--- src/hdl/serial_regs_pkg.sv ---
// Contract
// - enabled input change sets input-change flag
// - break start or end sets break flag
// - receive status mirrors fifo-full or ready
// - transmit status mirrors channel transmit ready
// - holding writes ignored while transmit not ready
// - irq when flag and enable both set
// - one enable bit per interrupt source
// - preload bytes are write only
// - vector register eight bits, resets 0f
// - input pins latched when read
// - upper three input bits read one
// - out3 field selects output three source
// - output three open-drain for auxiliary functions
// - out2 field selects output two source
// - set command sets bits written one
// - clear command clears bits written one
// - output pins are inverted register bits
// - start read starts counter, data meaningless
// - stop read stops counter, clears ready
// - word or byte access, low byte valid
// - change register read clears change flags
// - reset clears sticky interrupt status bits; receive and transmit status follow the channels
package serial_regs_pkg;

  // read and write of each pair share an address, except the stop read and the output clear write
  localparam logic [31:0] OFS_CHANGE_AUX   = 32'hfffff7e9;
  localparam logic [31:0] OFS_FLAGS_ENABLE = 32'hfffff7eb;
  localparam logic [31:0] OFS_COUNT_HI     = 32'hfffff7ed;
  localparam logic [31:0] OFS_COUNT_LO     = 32'hfffff7ef;
  localparam logic [31:0] OFS_VECTOR       = 32'hfffff7f9;
  localparam logic [31:0] OFS_PINS_FUNC    = 32'hfffff7fb;
  localparam logic [31:0] OFS_START_SET    = 32'hfffff7fd;
  localparam logic [31:0] OFS_STOP         = 32'hfffff7ff;
  localparam logic [31:0] OFS_OUT_CLEAR    = 32'h0ffff7ff;

  localparam int unsigned BIT_COS   = 7;
  localparam int unsigned BIT_BRK_B = 6;
  localparam int unsigned BIT_RX_B  = 5;
  localparam int unsigned BIT_TX_B  = 4;
  localparam int unsigned BIT_CTR   = 3;
  localparam int unsigned BIT_BRK_A = 2;
  localparam int unsigned BIT_RX_A  = 1;
  localparam int unsigned BIT_TX_A  = 0;

  localparam int unsigned AUX_CTMS_LSB = 4;
  localparam int unsigned OUT3_FN_LSB  = 2;
  localparam int unsigned OUT2_FN_LSB  = 0;
  localparam int unsigned CHG_FLAG_LSB = 4;

  localparam logic [7:0] VECTOR_RESET  = 8'h0f;
  localparam logic [7:0] REG_ZERO      = 8'h00;
  localparam logic [2:0] UPPER_INPUTS  = 3'h7;
  localparam logic [1:0] PINS_IDLE     = 2'h3;

  localparam logic [1:0] FN3_REG  = 2'h0;
  localparam logic [1:0] FN3_CTR  = 2'h1;
  localparam logic [1:0] FN3_TXB1 = 2'h2;
  localparam logic [1:0] FN2_REG  = 2'h0;
  localparam logic [1:0] FN2_TXA16 = 2'h1;
  localparam logic [1:0] FN2_TXA1 = 2'h2;

  typedef struct packed {
    logic fifo_full;
    logic receive_ready;
    logic full_select;
    logic transmit_ready;
    logic holding_write;
    logic break_edge;
    logic break_clear;
  } chan_status_t;

  typedef struct packed {
    logic        start;
    logic        stop;
    logic [2:0]  mode_source;
    logic [15:0] preload;
  } counter_ctl_t;

endpackage

--- src/hdl/serial_irq_counter_port_regs.sv ---
`timescale 1ns/1ns
`default_nettype none
module serial_irq_counter_port_regs import serial_regs_pkg::*; #(
  parameter int unsigned INPUT_COUNT = 3
) (
  // clock and reset
  input  wire logic          sys_clk_i,
  input  wire logic          rst_i,
  // processor bus
  input  wire logic [31:0]   cpu_addr_i,
  input  wire logic          cpu_rd_i,
  input  wire logic          cpu_wr_i,
  input  wire logic [15:0]   cpu_wdata_i,
  output logic      [15:0]   cpu_rdata_o,
  // channels
  input  wire chan_status_t  chan_a_i,
  input  wire chan_status_t  chan_b_i,
  output logic               tx_load_a_o,
  output logic               tx_load_b_o,
  // channel clocks for output functions
  input  wire logic          chan_a_transmit_clock16_i,
  input  wire logic          chan_a_transmit_clock_i,
  input  wire logic          chan_a_receive_clock_i,
  input  wire logic          chan_b_transmit_clock_i,
  input  wire logic          chan_b_receive_clock_i,
  // counter/timer core
  output counter_ctl_t       ctr_ctl_o,
  input  wire logic [15:0]   ctr_count_i,
  input  wire logic          ctr_out_i,
  input  wire logic          ctr_terminal_i,
  // port pins
  input  wire logic [INPUT_COUNT-1:0] general_inputs_i,
  output logic      [1:0]    output_pins_o,
  output logic               general_output_2_o,
  output logic               general_output_3_o,
  output logic               general_output_3_oe_o,
  // interrupt
  output logic               irq_o,
  output logic      [7:0]    irq_vector_o
);

  if (INPUT_COUNT != 3) begin : g_bad_inputs
    $error("serial_irq_counter_port_regs: INPUT_COUNT must be 3");
  end

  function automatic logic hit(input logic [31:0] addr, input logic [31:0] ofs);
    hit = (addr == ofs);
  endfunction

  // only the low data byte carries information; the upper byte is ignored
  logic [7:0] wbyte;
  assign wbyte = cpu_wdata_i[7:0];

  logic rd_change, rd_flags, rd_cnt_hi, rd_cnt_lo, rd_vec, rd_pins, rd_start, rd_stop;
  logic wr_aux, wr_enable, wr_pre_hi, wr_pre_lo, wr_vec, wr_func, wr_set, wr_clear;

  always_comb begin
    rd_change = cpu_rd_i && hit(cpu_addr_i, OFS_CHANGE_AUX);
    rd_flags  = cpu_rd_i && hit(cpu_addr_i, OFS_FLAGS_ENABLE);
    rd_cnt_hi = cpu_rd_i && hit(cpu_addr_i, OFS_COUNT_HI);
    rd_cnt_lo = cpu_rd_i && hit(cpu_addr_i, OFS_COUNT_LO);
    rd_vec    = cpu_rd_i && hit(cpu_addr_i, OFS_VECTOR);
    rd_pins   = cpu_rd_i && hit(cpu_addr_i, OFS_PINS_FUNC);
    rd_start  = cpu_rd_i && hit(cpu_addr_i, OFS_START_SET);
    rd_stop   = cpu_rd_i && hit(cpu_addr_i, OFS_STOP);
    wr_aux    = cpu_wr_i && hit(cpu_addr_i, OFS_CHANGE_AUX);
    wr_enable = cpu_wr_i && hit(cpu_addr_i, OFS_FLAGS_ENABLE);
    wr_pre_hi = cpu_wr_i && hit(cpu_addr_i, OFS_COUNT_HI);
    wr_pre_lo = cpu_wr_i && hit(cpu_addr_i, OFS_COUNT_LO);
    wr_vec    = cpu_wr_i && hit(cpu_addr_i, OFS_VECTOR);
    wr_func   = cpu_wr_i && hit(cpu_addr_i, OFS_PINS_FUNC);
    wr_set    = cpu_wr_i && hit(cpu_addr_i, OFS_START_SET);
    wr_clear  = cpu_wr_i && hit(cpu_addr_i, OFS_OUT_CLEAR);
  end

  // input change detection
  logic [2:0] in_level, in_change, in_pulse;

  input_change_detect #(
    .N (INPUT_COUNT)
  ) u_detect (
    .sys_clk_i      (sys_clk_i),
    .rst_i          (rst_i),
    .levels_i       (general_inputs_i),
    .clear_i        (rd_change),
    .level_o        (in_level),
    .change_o       (in_change),
    .change_pulse_o (in_pulse)
  );

  // software control registers
  logic [7:0]  aux_ctrl_r;
  logic [7:0]  enables_r;
  logic [15:0] preload_r;
  logic [7:0]  vector_r;
  logic [7:0]  func_r;
  logic [7:0]  op_bits_r;

  always_ff @(posedge sys_clk_i) begin
    if (rst_i) begin
      aux_ctrl_r <= REG_ZERO;
      enables_r  <= REG_ZERO;
      func_r     <= REG_ZERO;
    end else begin
      if (wr_aux) aux_ctrl_r <= wbyte;
      if (wr_enable) enables_r <= wbyte;
      if (wr_func) func_r <= wbyte;
    end
  end

  always_ff @(posedge sys_clk_i) begin
    if (rst_i) begin
      preload_r <= {REG_ZERO, REG_ZERO};
    end else begin
      if (wr_pre_hi) preload_r[15:8] <= wbyte;
      if (wr_pre_lo) preload_r[7:0] <= wbyte;
    end
  end

  always_ff @(posedge sys_clk_i) begin
    if (rst_i) begin
      vector_r <= VECTOR_RESET;
    end else if (wr_vec) begin
      vector_r <= wbyte;
    end
  end

  // set and clear are separate addresses, so at most one acts per cycle
  always_ff @(posedge sys_clk_i) begin
    if (rst_i) begin
      op_bits_r <= REG_ZERO;
    end else if (wr_set) begin
      op_bits_r <= op_bits_r | wbyte;
    end else if (wr_clear) begin
      op_bits_r <= op_bits_r & ~wbyte;
    end
  end

  // sticky status; a setting event wins over a clear in the same cycle
  logic cos_r, brk_a_r, brk_b_r, ctr_rdy_r;
  logic cos_set;

  assign cos_set = |(in_pulse & aux_ctrl_r[2:0]);

  always_ff @(posedge sys_clk_i) begin
    if (rst_i) begin
      cos_r     <= 1'b0;
      brk_a_r   <= 1'b0;
      brk_b_r   <= 1'b0;
      ctr_rdy_r <= 1'b0;
    end else begin
      cos_r     <= (cos_r && !rd_change) || cos_set;
      brk_a_r   <= (brk_a_r && !chan_a_i.break_clear) || chan_a_i.break_edge;
      brk_b_r   <= (brk_b_r && !chan_b_i.break_clear) || chan_b_i.break_edge;
      ctr_rdy_r <= (ctr_rdy_r && !rd_stop) || ctr_terminal_i;
    end
  end

  logic [7:0] flags_w;

  always_comb begin
    flags_w            = REG_ZERO;
    flags_w[BIT_COS]   = cos_r;
    flags_w[BIT_BRK_B] = brk_b_r;
    flags_w[BIT_RX_B]  = chan_b_i.full_select ? chan_b_i.fifo_full : chan_b_i.receive_ready;
    flags_w[BIT_TX_B]  = chan_b_i.transmit_ready;
    flags_w[BIT_CTR]   = ctr_rdy_r;
    flags_w[BIT_BRK_A] = brk_a_r;
    flags_w[BIT_RX_A]  = chan_a_i.full_select ? chan_a_i.fifo_full : chan_a_i.receive_ready;
    flags_w[BIT_TX_A]  = chan_a_i.transmit_ready;
  end

  // a holding write while not ready never reaches the transmitter
  assign tx_load_a_o = chan_a_i.holding_write && chan_a_i.transmit_ready;
  assign tx_load_b_o = chan_b_i.holding_write && chan_b_i.transmit_ready;

  always_ff @(posedge sys_clk_i) begin
    if (rst_i) begin
      irq_o <= 1'b0;
    end else begin
      irq_o <= |(flags_w & enables_r);
    end
  end

  assign irq_vector_o = vector_r;

  // counter/timer commands go out one cycle after the read strobe
  always_ff @(posedge sys_clk_i) begin
    if (rst_i) begin
      ctr_ctl_o <= '0;
    end else begin
      ctr_ctl_o.start       <= rd_start;
      ctr_ctl_o.stop        <= rd_stop;
      ctr_ctl_o.mode_source <= aux_ctrl_r[AUX_CTMS_LSB +: 3];
      ctr_ctl_o.preload     <= preload_r;
    end
  end

  // read data; count is passed through live, so it is only coherent when stopped
  always_ff @(posedge sys_clk_i) begin
    if (rst_i) begin
      cpu_rdata_o <= '0;
    end else if (cpu_rd_i) begin
      cpu_rdata_o[15:8] <= REG_ZERO;
      if (rd_change) begin
        cpu_rdata_o[7:0] <= {1'b0, in_change, 1'b0, in_level};
      end else if (rd_flags) begin
        cpu_rdata_o[7:0] <= flags_w;
      end else if (rd_cnt_hi) begin
        cpu_rdata_o[7:0] <= ctr_count_i[15:8];
      end else if (rd_cnt_lo) begin
        cpu_rdata_o[7:0] <= ctr_count_i[7:0];
      end else if (rd_vec) begin
        cpu_rdata_o[7:0] <= vector_r;
      end else if (rd_pins) begin
        cpu_rdata_o[7:0] <= {2'b00, UPPER_INPUTS, general_inputs_i};
      end else begin
        cpu_rdata_o[7:0] <= REG_ZERO;
      end
    end
  end

  out_port_drive u_drive (
    .sys_clk_i (sys_clk_i),
    .rst_i     (rst_i),
    .op_bits_i (op_bits_r[3:0]),
    .out3_fn_i (func_r[OUT3_FN_LSB +: 2]),
    .out2_fn_i (func_r[OUT2_FN_LSB +: 2]),
    .ctr_out_i (ctr_out_i),
    .a_tx16_i  (chan_a_transmit_clock16_i),
    .a_tx1_i   (chan_a_transmit_clock_i),
    .a_rx1_i   (chan_a_receive_clock_i),
    .b_tx1_i   (chan_b_transmit_clock_i),
    .b_rx1_i   (chan_b_receive_clock_i),
    .pins_o    (output_pins_o),
    .out2_o    (general_output_2_o),
    .out3_o    (general_output_3_o),
    .out3_oe_o (general_output_3_oe_o)
  );
endmodule // serial_irq_counter_port_regs
`default_nettype wire

--- src/hdl/input_change_detect.sv ---
`timescale 1ns/1ns
`default_nettype none
module input_change_detect import serial_regs_pkg::*; #(
  parameter int unsigned N = 3
) (
  // clock and reset
  input  wire logic         sys_clk_i,
  input  wire logic         rst_i,
  // pins and clear
  input  wire logic [N-1:0] levels_i,
  input  wire logic         clear_i,
  // state
  output logic      [N-1:0] level_o,
  output logic      [N-1:0] change_o,
  output logic      [N-1:0] change_pulse_o
);

  if (N < 1 || N > 3) begin : g_bad_n
    $error("input_change_detect: N must be 1 to 3");
  end

  logic primed_r;

  // first sample after reset only primes, so a high pin is not a change
  always_ff @(posedge sys_clk_i) begin
    if (rst_i) begin
      primed_r <= 1'b0;
      level_o  <= '0;
    end else begin
      primed_r <= 1'b1;
      level_o  <= levels_i;
    end
  end

  assign change_pulse_o = primed_r ? (levels_i ^ level_o) : '0;

  // new change wins over the clearing read
  always_ff @(posedge sys_clk_i) begin
    if (rst_i) begin
      change_o <= '0;
    end else begin
      change_o <= (clear_i ? '0 : change_o) | change_pulse_o;
    end
  end

endmodule // input_change_detect
`default_nettype wire

--- src/hdl/out_port_drive.sv ---
`timescale 1ns/1ns
`default_nettype none
module out_port_drive import serial_regs_pkg::*; (
  // clock and reset
  input  wire logic       sys_clk_i,
  input  wire logic       rst_i,
  // control
  input  wire logic [3:0] op_bits_i,
  input  wire logic [1:0] out3_fn_i,
  input  wire logic [1:0] out2_fn_i,
  // auxiliary sources
  input  wire logic       ctr_out_i,
  input  wire logic       a_tx16_i,
  input  wire logic       a_tx1_i,
  input  wire logic       a_rx1_i,
  input  wire logic       b_tx1_i,
  input  wire logic       b_rx1_i,
  // pins
  output logic      [1:0] pins_o,
  output logic            out2_o,
  output logic            out3_o,
  output logic            out3_oe_o
);

  logic aux3;

  always_comb begin
    case (out3_fn_i)
      FN3_CTR:  aux3 = ctr_out_i;
      FN3_TXB1: aux3 = b_tx1_i;
      default:  aux3 = b_rx1_i;
    endcase
  end

  always_ff @(posedge sys_clk_i) begin
    if (rst_i) begin
      pins_o <= PINS_IDLE;
      out2_o <= 1'b1;
    end else begin
      pins_o <= ~op_bits_i[1:0];
      case (out2_fn_i)
        FN2_REG:   out2_o <= ~op_bits_i[2];
        FN2_TXA16: out2_o <= a_tx16_i;
        FN2_TXA1:  out2_o <= a_tx1_i;
        default:   out2_o <= a_rx1_i;
      endcase
    end
  end

  // auxiliary sources only pull low; the board pull-up gives the high level
  always_ff @(posedge sys_clk_i) begin
    if (rst_i) begin
      out3_o    <= 1'b1;
      out3_oe_o <= 1'b1;
    end else if (out3_fn_i == FN3_REG) begin
      out3_o    <= ~op_bits_i[3];
      out3_oe_o <= 1'b1;
    end else begin
      out3_o    <= 1'b0;
      out3_oe_o <= ~aux3;
    end
  end

endmodule // out_port_drive
`default_nettype wire

--- config.mk ---
export PLATFORM = sky130hd
export DESIGN_NAME = serial_irq_counter_port_regs
export DESIGN_NICKNAME = d
export VERILOG_FILES = /design/src/hdl/serial_regs_pkg.sv /design/src/hdl/serial_irq_counter_port_regs.sv /design/src/hdl/input_change_detect.sv /design/src/hdl/out_port_drive.sv
export SDC_FILE = /design/constraint.sdc
export NUM_CORES = 1
export LEC_CHECK = 0
export ABC_CLOCK_PERIOD_IN_PS = 1900
export BUFFER_PORTS_ARGS = -buffer_cell sky130_fd_sc_hd__buf_2
export CORE_MARGIN = 2
export CORE_UTILIZATION = 50
export DETAILED_ROUTE_END_ITERATION = 7
export HOLD_SLACK_MARGIN = 0.03
export PLACE_DENSITY = 0.86
export SETUP_SLACK_MARGIN = 0.02
export SLEW_MARGIN = 20
export SYNTH_ARGS = -nofsm -noshare
export SYNTH_HDL_FRONTEND = slang
export SYNTH_SLANG_ARGS = --single-unit
--- constraint.sdc ---
create_clock -name sys_clk_i -period 1.9 [get_ports sys_clk_i]
set_clock_uncertainty 0.15 [all_clocks]
set_input_delay 0.095 -clock sys_clk_i [delete_from_list [all_inputs] [get_ports sys_clk_i]]
set_output_delay 0.095 -clock sys_clk_i [all_outputs]
set_load 0.02 [all_outputs]
==> flow_summary.json <==
{
  "outcome": "finished, final reports clean",
  "cp_max_fo": 11,
  "power_per_cell_area_mw_per_mm2": 674,
  "grt_start_max_net_pins": 33,
  "power.internal_uw": 2750,
  "setup_viol": 0,
  "crit_top_cell": "dlygate4sd3_1",
  "rsz0062_at_grt": "yes",
  "cts_buffers": 9,
  "hold_viol": 0,
  "layout.area.seq_mm2": 0.00184,
  "die_y_um": 95.4,
  "multi_input_area_mm2": 0.00217,
  "placed_cells": 682,
  "cp-start-kind": "primary input",
  "whs_ns": 0.0495,
  "root_buffer": "clkbuf_8",
  "synth-seq-area-share": 0.441,
  "diodes": 0,
  "switchingPower_uw": 999,
  "slew_viol_final": 0,
  "io_pins": 145,
  "grt_pass1_wl_um": 19500,
  "seqPwrFrac": 0.521,
  "drcViolationCount": 0,
  "clock-sinks": 92,
  "vias": 4052,
  "finalCriticalPeriod_ns": 1.84,
  "path_delay_family": "buffers and inverters",
  "grt_usage": 0.281,
  "cts_tree": "built",
  "drive_above_1_share": 0.317,
  "power_leakage_uw": 0.00271,
  "p_clk_frac": 0.377,
  "maxCapViolCount": 0,
  "ys.flop_type": "dfxtp_1",
  "ir_drop_mv": 0.478,
  "worstHoldPathType": "in2reg",
  "clock_latency_ns": 0.37,
  "synth_edf_count": 0,
  "die_w_um": 95.4,
  "antenna_found_initial": 0,
  "drt-vias-per-instance": 5.56,
  "cp.arrival_ns": 2.00,
  "end_kind": "register",
  "slowest_delay_ns": 0.57,
  "cts_buffer_depth": 2,
  "routed_wl_um": 12600,
  "grt_pass1_vias": 3946,
  "nets": 714,
  "nFillCells": 652,
  "rows": 33,
  "ys_warn_count": 0,
  "critical_path_buf_inv_count": 3,
  "start_util": 0.513,
  "path_cells": "dlygate4sd3_1 -> clkbuf_4 -> nand4_1 -> nor2_1 -> nand3_1 -> nor4_2 -> dlygate4sd3_1",
  "hpwlAfterDp_um": 9020,
  "numPortBuffers": 128,
  "coreArea_mm2": 0.00813,
  "crit_required_ns": 2.06,
  "post-route-period-util": 0.967,
  "post_dp_cell_area_mm2": 0.00499,
  "synth.avg_cell_area_um2": 9.28,
  "synth_area_mm2": 0.00417,
  "async_flop_share": 0,
  "design_area_mm2": 0.00556,
  "globalRouteOverflowTotal": 0,
  "gp_congestion": 0.955,
  "area_delta_synth_final_pct": 33.3,
  "ant_nets": 0,
  "cts.clk_slew.worst_paths_ns": 0.10,
  "drt_iter0_drc": 292,
  "final_cell_mix": "buf_2 (127), dfxtp_1 (92), nor2_1 (55)",
  "p_sw_frac": 0.266,
  "mostFrequentLayoutCell": "buf_2",
  "stdcell_count": 729,
  "dr.pass1.iters": 5,
  "synth_cells": 450,
  "ys_types": 54,
  "max_freq_mhz": 544,
  "die-area_mm2": 0.00909,
  "htree_levels": 3,
  "worstSetupPathType": "in2reg",
  "wl_per_cell_um": 17.3,
  "ys_ff_latch": 92,
  "comb_power_share": 0.102,
  "worst_path_max_delay_cell": "dlygate4sd3_1"
}
stage by stage:
step | setup TNS, ns | utilization | setup slack (ns) | total power, uW
after floorplan | 0 | - | 0.242 | 2170
after global placement | 0 | 0.614 | 0.0552 | 2310
after detailed placement | 0 | 0.614 | 0.0501 | 2320
after CTS | 0 | 0.678 | 0.0394 | 3750
after global routing | -0.0293 | 0.684 | -0.0163 | 3880
final | 0 | 0.684 | 0.0622 | 3750
kinds of logic after synthesis:
family                     count (synthesis)  synth area share
other                                      1          0.000898
AOI/OAI and AO/OA                         76             0.127
adders and majority gates                  3           0.00899
xor gates and xnor gates                   3           0.00630
and+or+nand+nor                          183             0.248
buffers and inverters                     45            0.0528
muxes                                     47             0.115
DFF                                       92             0.441
final timing paths:
kind / depth (start not counted) / end / from / slack, ns
setup / recovery: 7 / ctr_ctl_o[19] / cpu_rd_i / 0.06
hold / removal: 3 / cpu_rdata_o[6] / ctr_count_i[14] / 0.05
setup reg to reg: 5 / u_drive.out3_oe_o / func_r[2] / 0.15
hold reg to reg: 1 / u_drive.pins_o[1] / register / 0.25
registers in the layout (all words and copies together), names as in the netlist, named ones only:
signal and cells:
u_drive.out3_o 1, ctr_ctl_o 21, func_r 4, u_detect.change_o 3, irq_o 1, brk_a_r 1, ctr_rdy_r 1, cpu_rdata_o 8
aux_ctrl_r 6, cos_r 1, u_detect.primed_r 1, brk_b_r 1, u_drive.out3_oe_o 1, u_drive.out2_o 1, irq_vector_o 8, u_detect.level_o 3
enables_r 8, preload_r 16, u_drive.pins_o 2
synthesized netlist by cell type (all sizes together), types with 5 or more instances:
master | count | area, um2
a22oi | 7 | 52.6
nor4 | 9 | 92.6
nor2 | 58 | 218
nand3 | 7 | 35.0
buf | 18 | 119
nand2 | 34 | 128
a21oi | 20 | 100
mux2 | 7 | 78.8
clkbuf | 14 | 52.6
and2 | 7 | 43.8
dfxtp | 92 | 1840
o211ai | 5 | 37.5
nor2b | 26 | 163
inv | 13 | 48.8
o21ai | 12 | 60.1
mux2i | 40 | 400
a41oi | 5 | 43.8
nand4 | 24 | 211
worst min-delay path, delay by kind of cell:
family                 cells  cell delay (ns)
AOI/OAI and AO/OA          2             0.35
buffers and inverters      1             0.09
power by group through the flow:
stage / clock network [uW] / registers (uW) / logic (uW)
2_1_floorplan: 0 / 2000 / 170
3_3_place_gp: 0 / 2000 / 315
3_5_place_dp: 0 / 2000 / 320
4_1_cts: 1430 / 1950 / 366
5_1_grt: 1510 / 1960 / 414
6_report: 1420 / 1960 / 382
layer usage:
metal / global-route usage / wire length [um] / up-vias
met1: 0.351 / 5240 / 1902
met3: 0.0379 / 784 / 31
met2: 0.488 / 6220 / 177
met4: 0.110 / 336 / 0
met5: 0 / 0 / -
li1: - / - / 1942
area by class of cell:
type,instances,share of cell area
Sequential cell,92,0.331
Clock buffer,9,0.0223
Tap cell,105,0.0236
Clock inverter,7,0.0173
Inverter,13,0.00944
Timing Repair Buffer,183,0.206
Multi-Input combinational cell,320,0.390
repair_timing:
item                       4_1_cts  5_1_grt
setup endpoints to repair        0       25
setup buffers                    0        1
hold buffers                    30        0
resized for setup                0       11
hold endpoints to repair        60        0
Note: power is estimated with default switching activity, not from simulation.
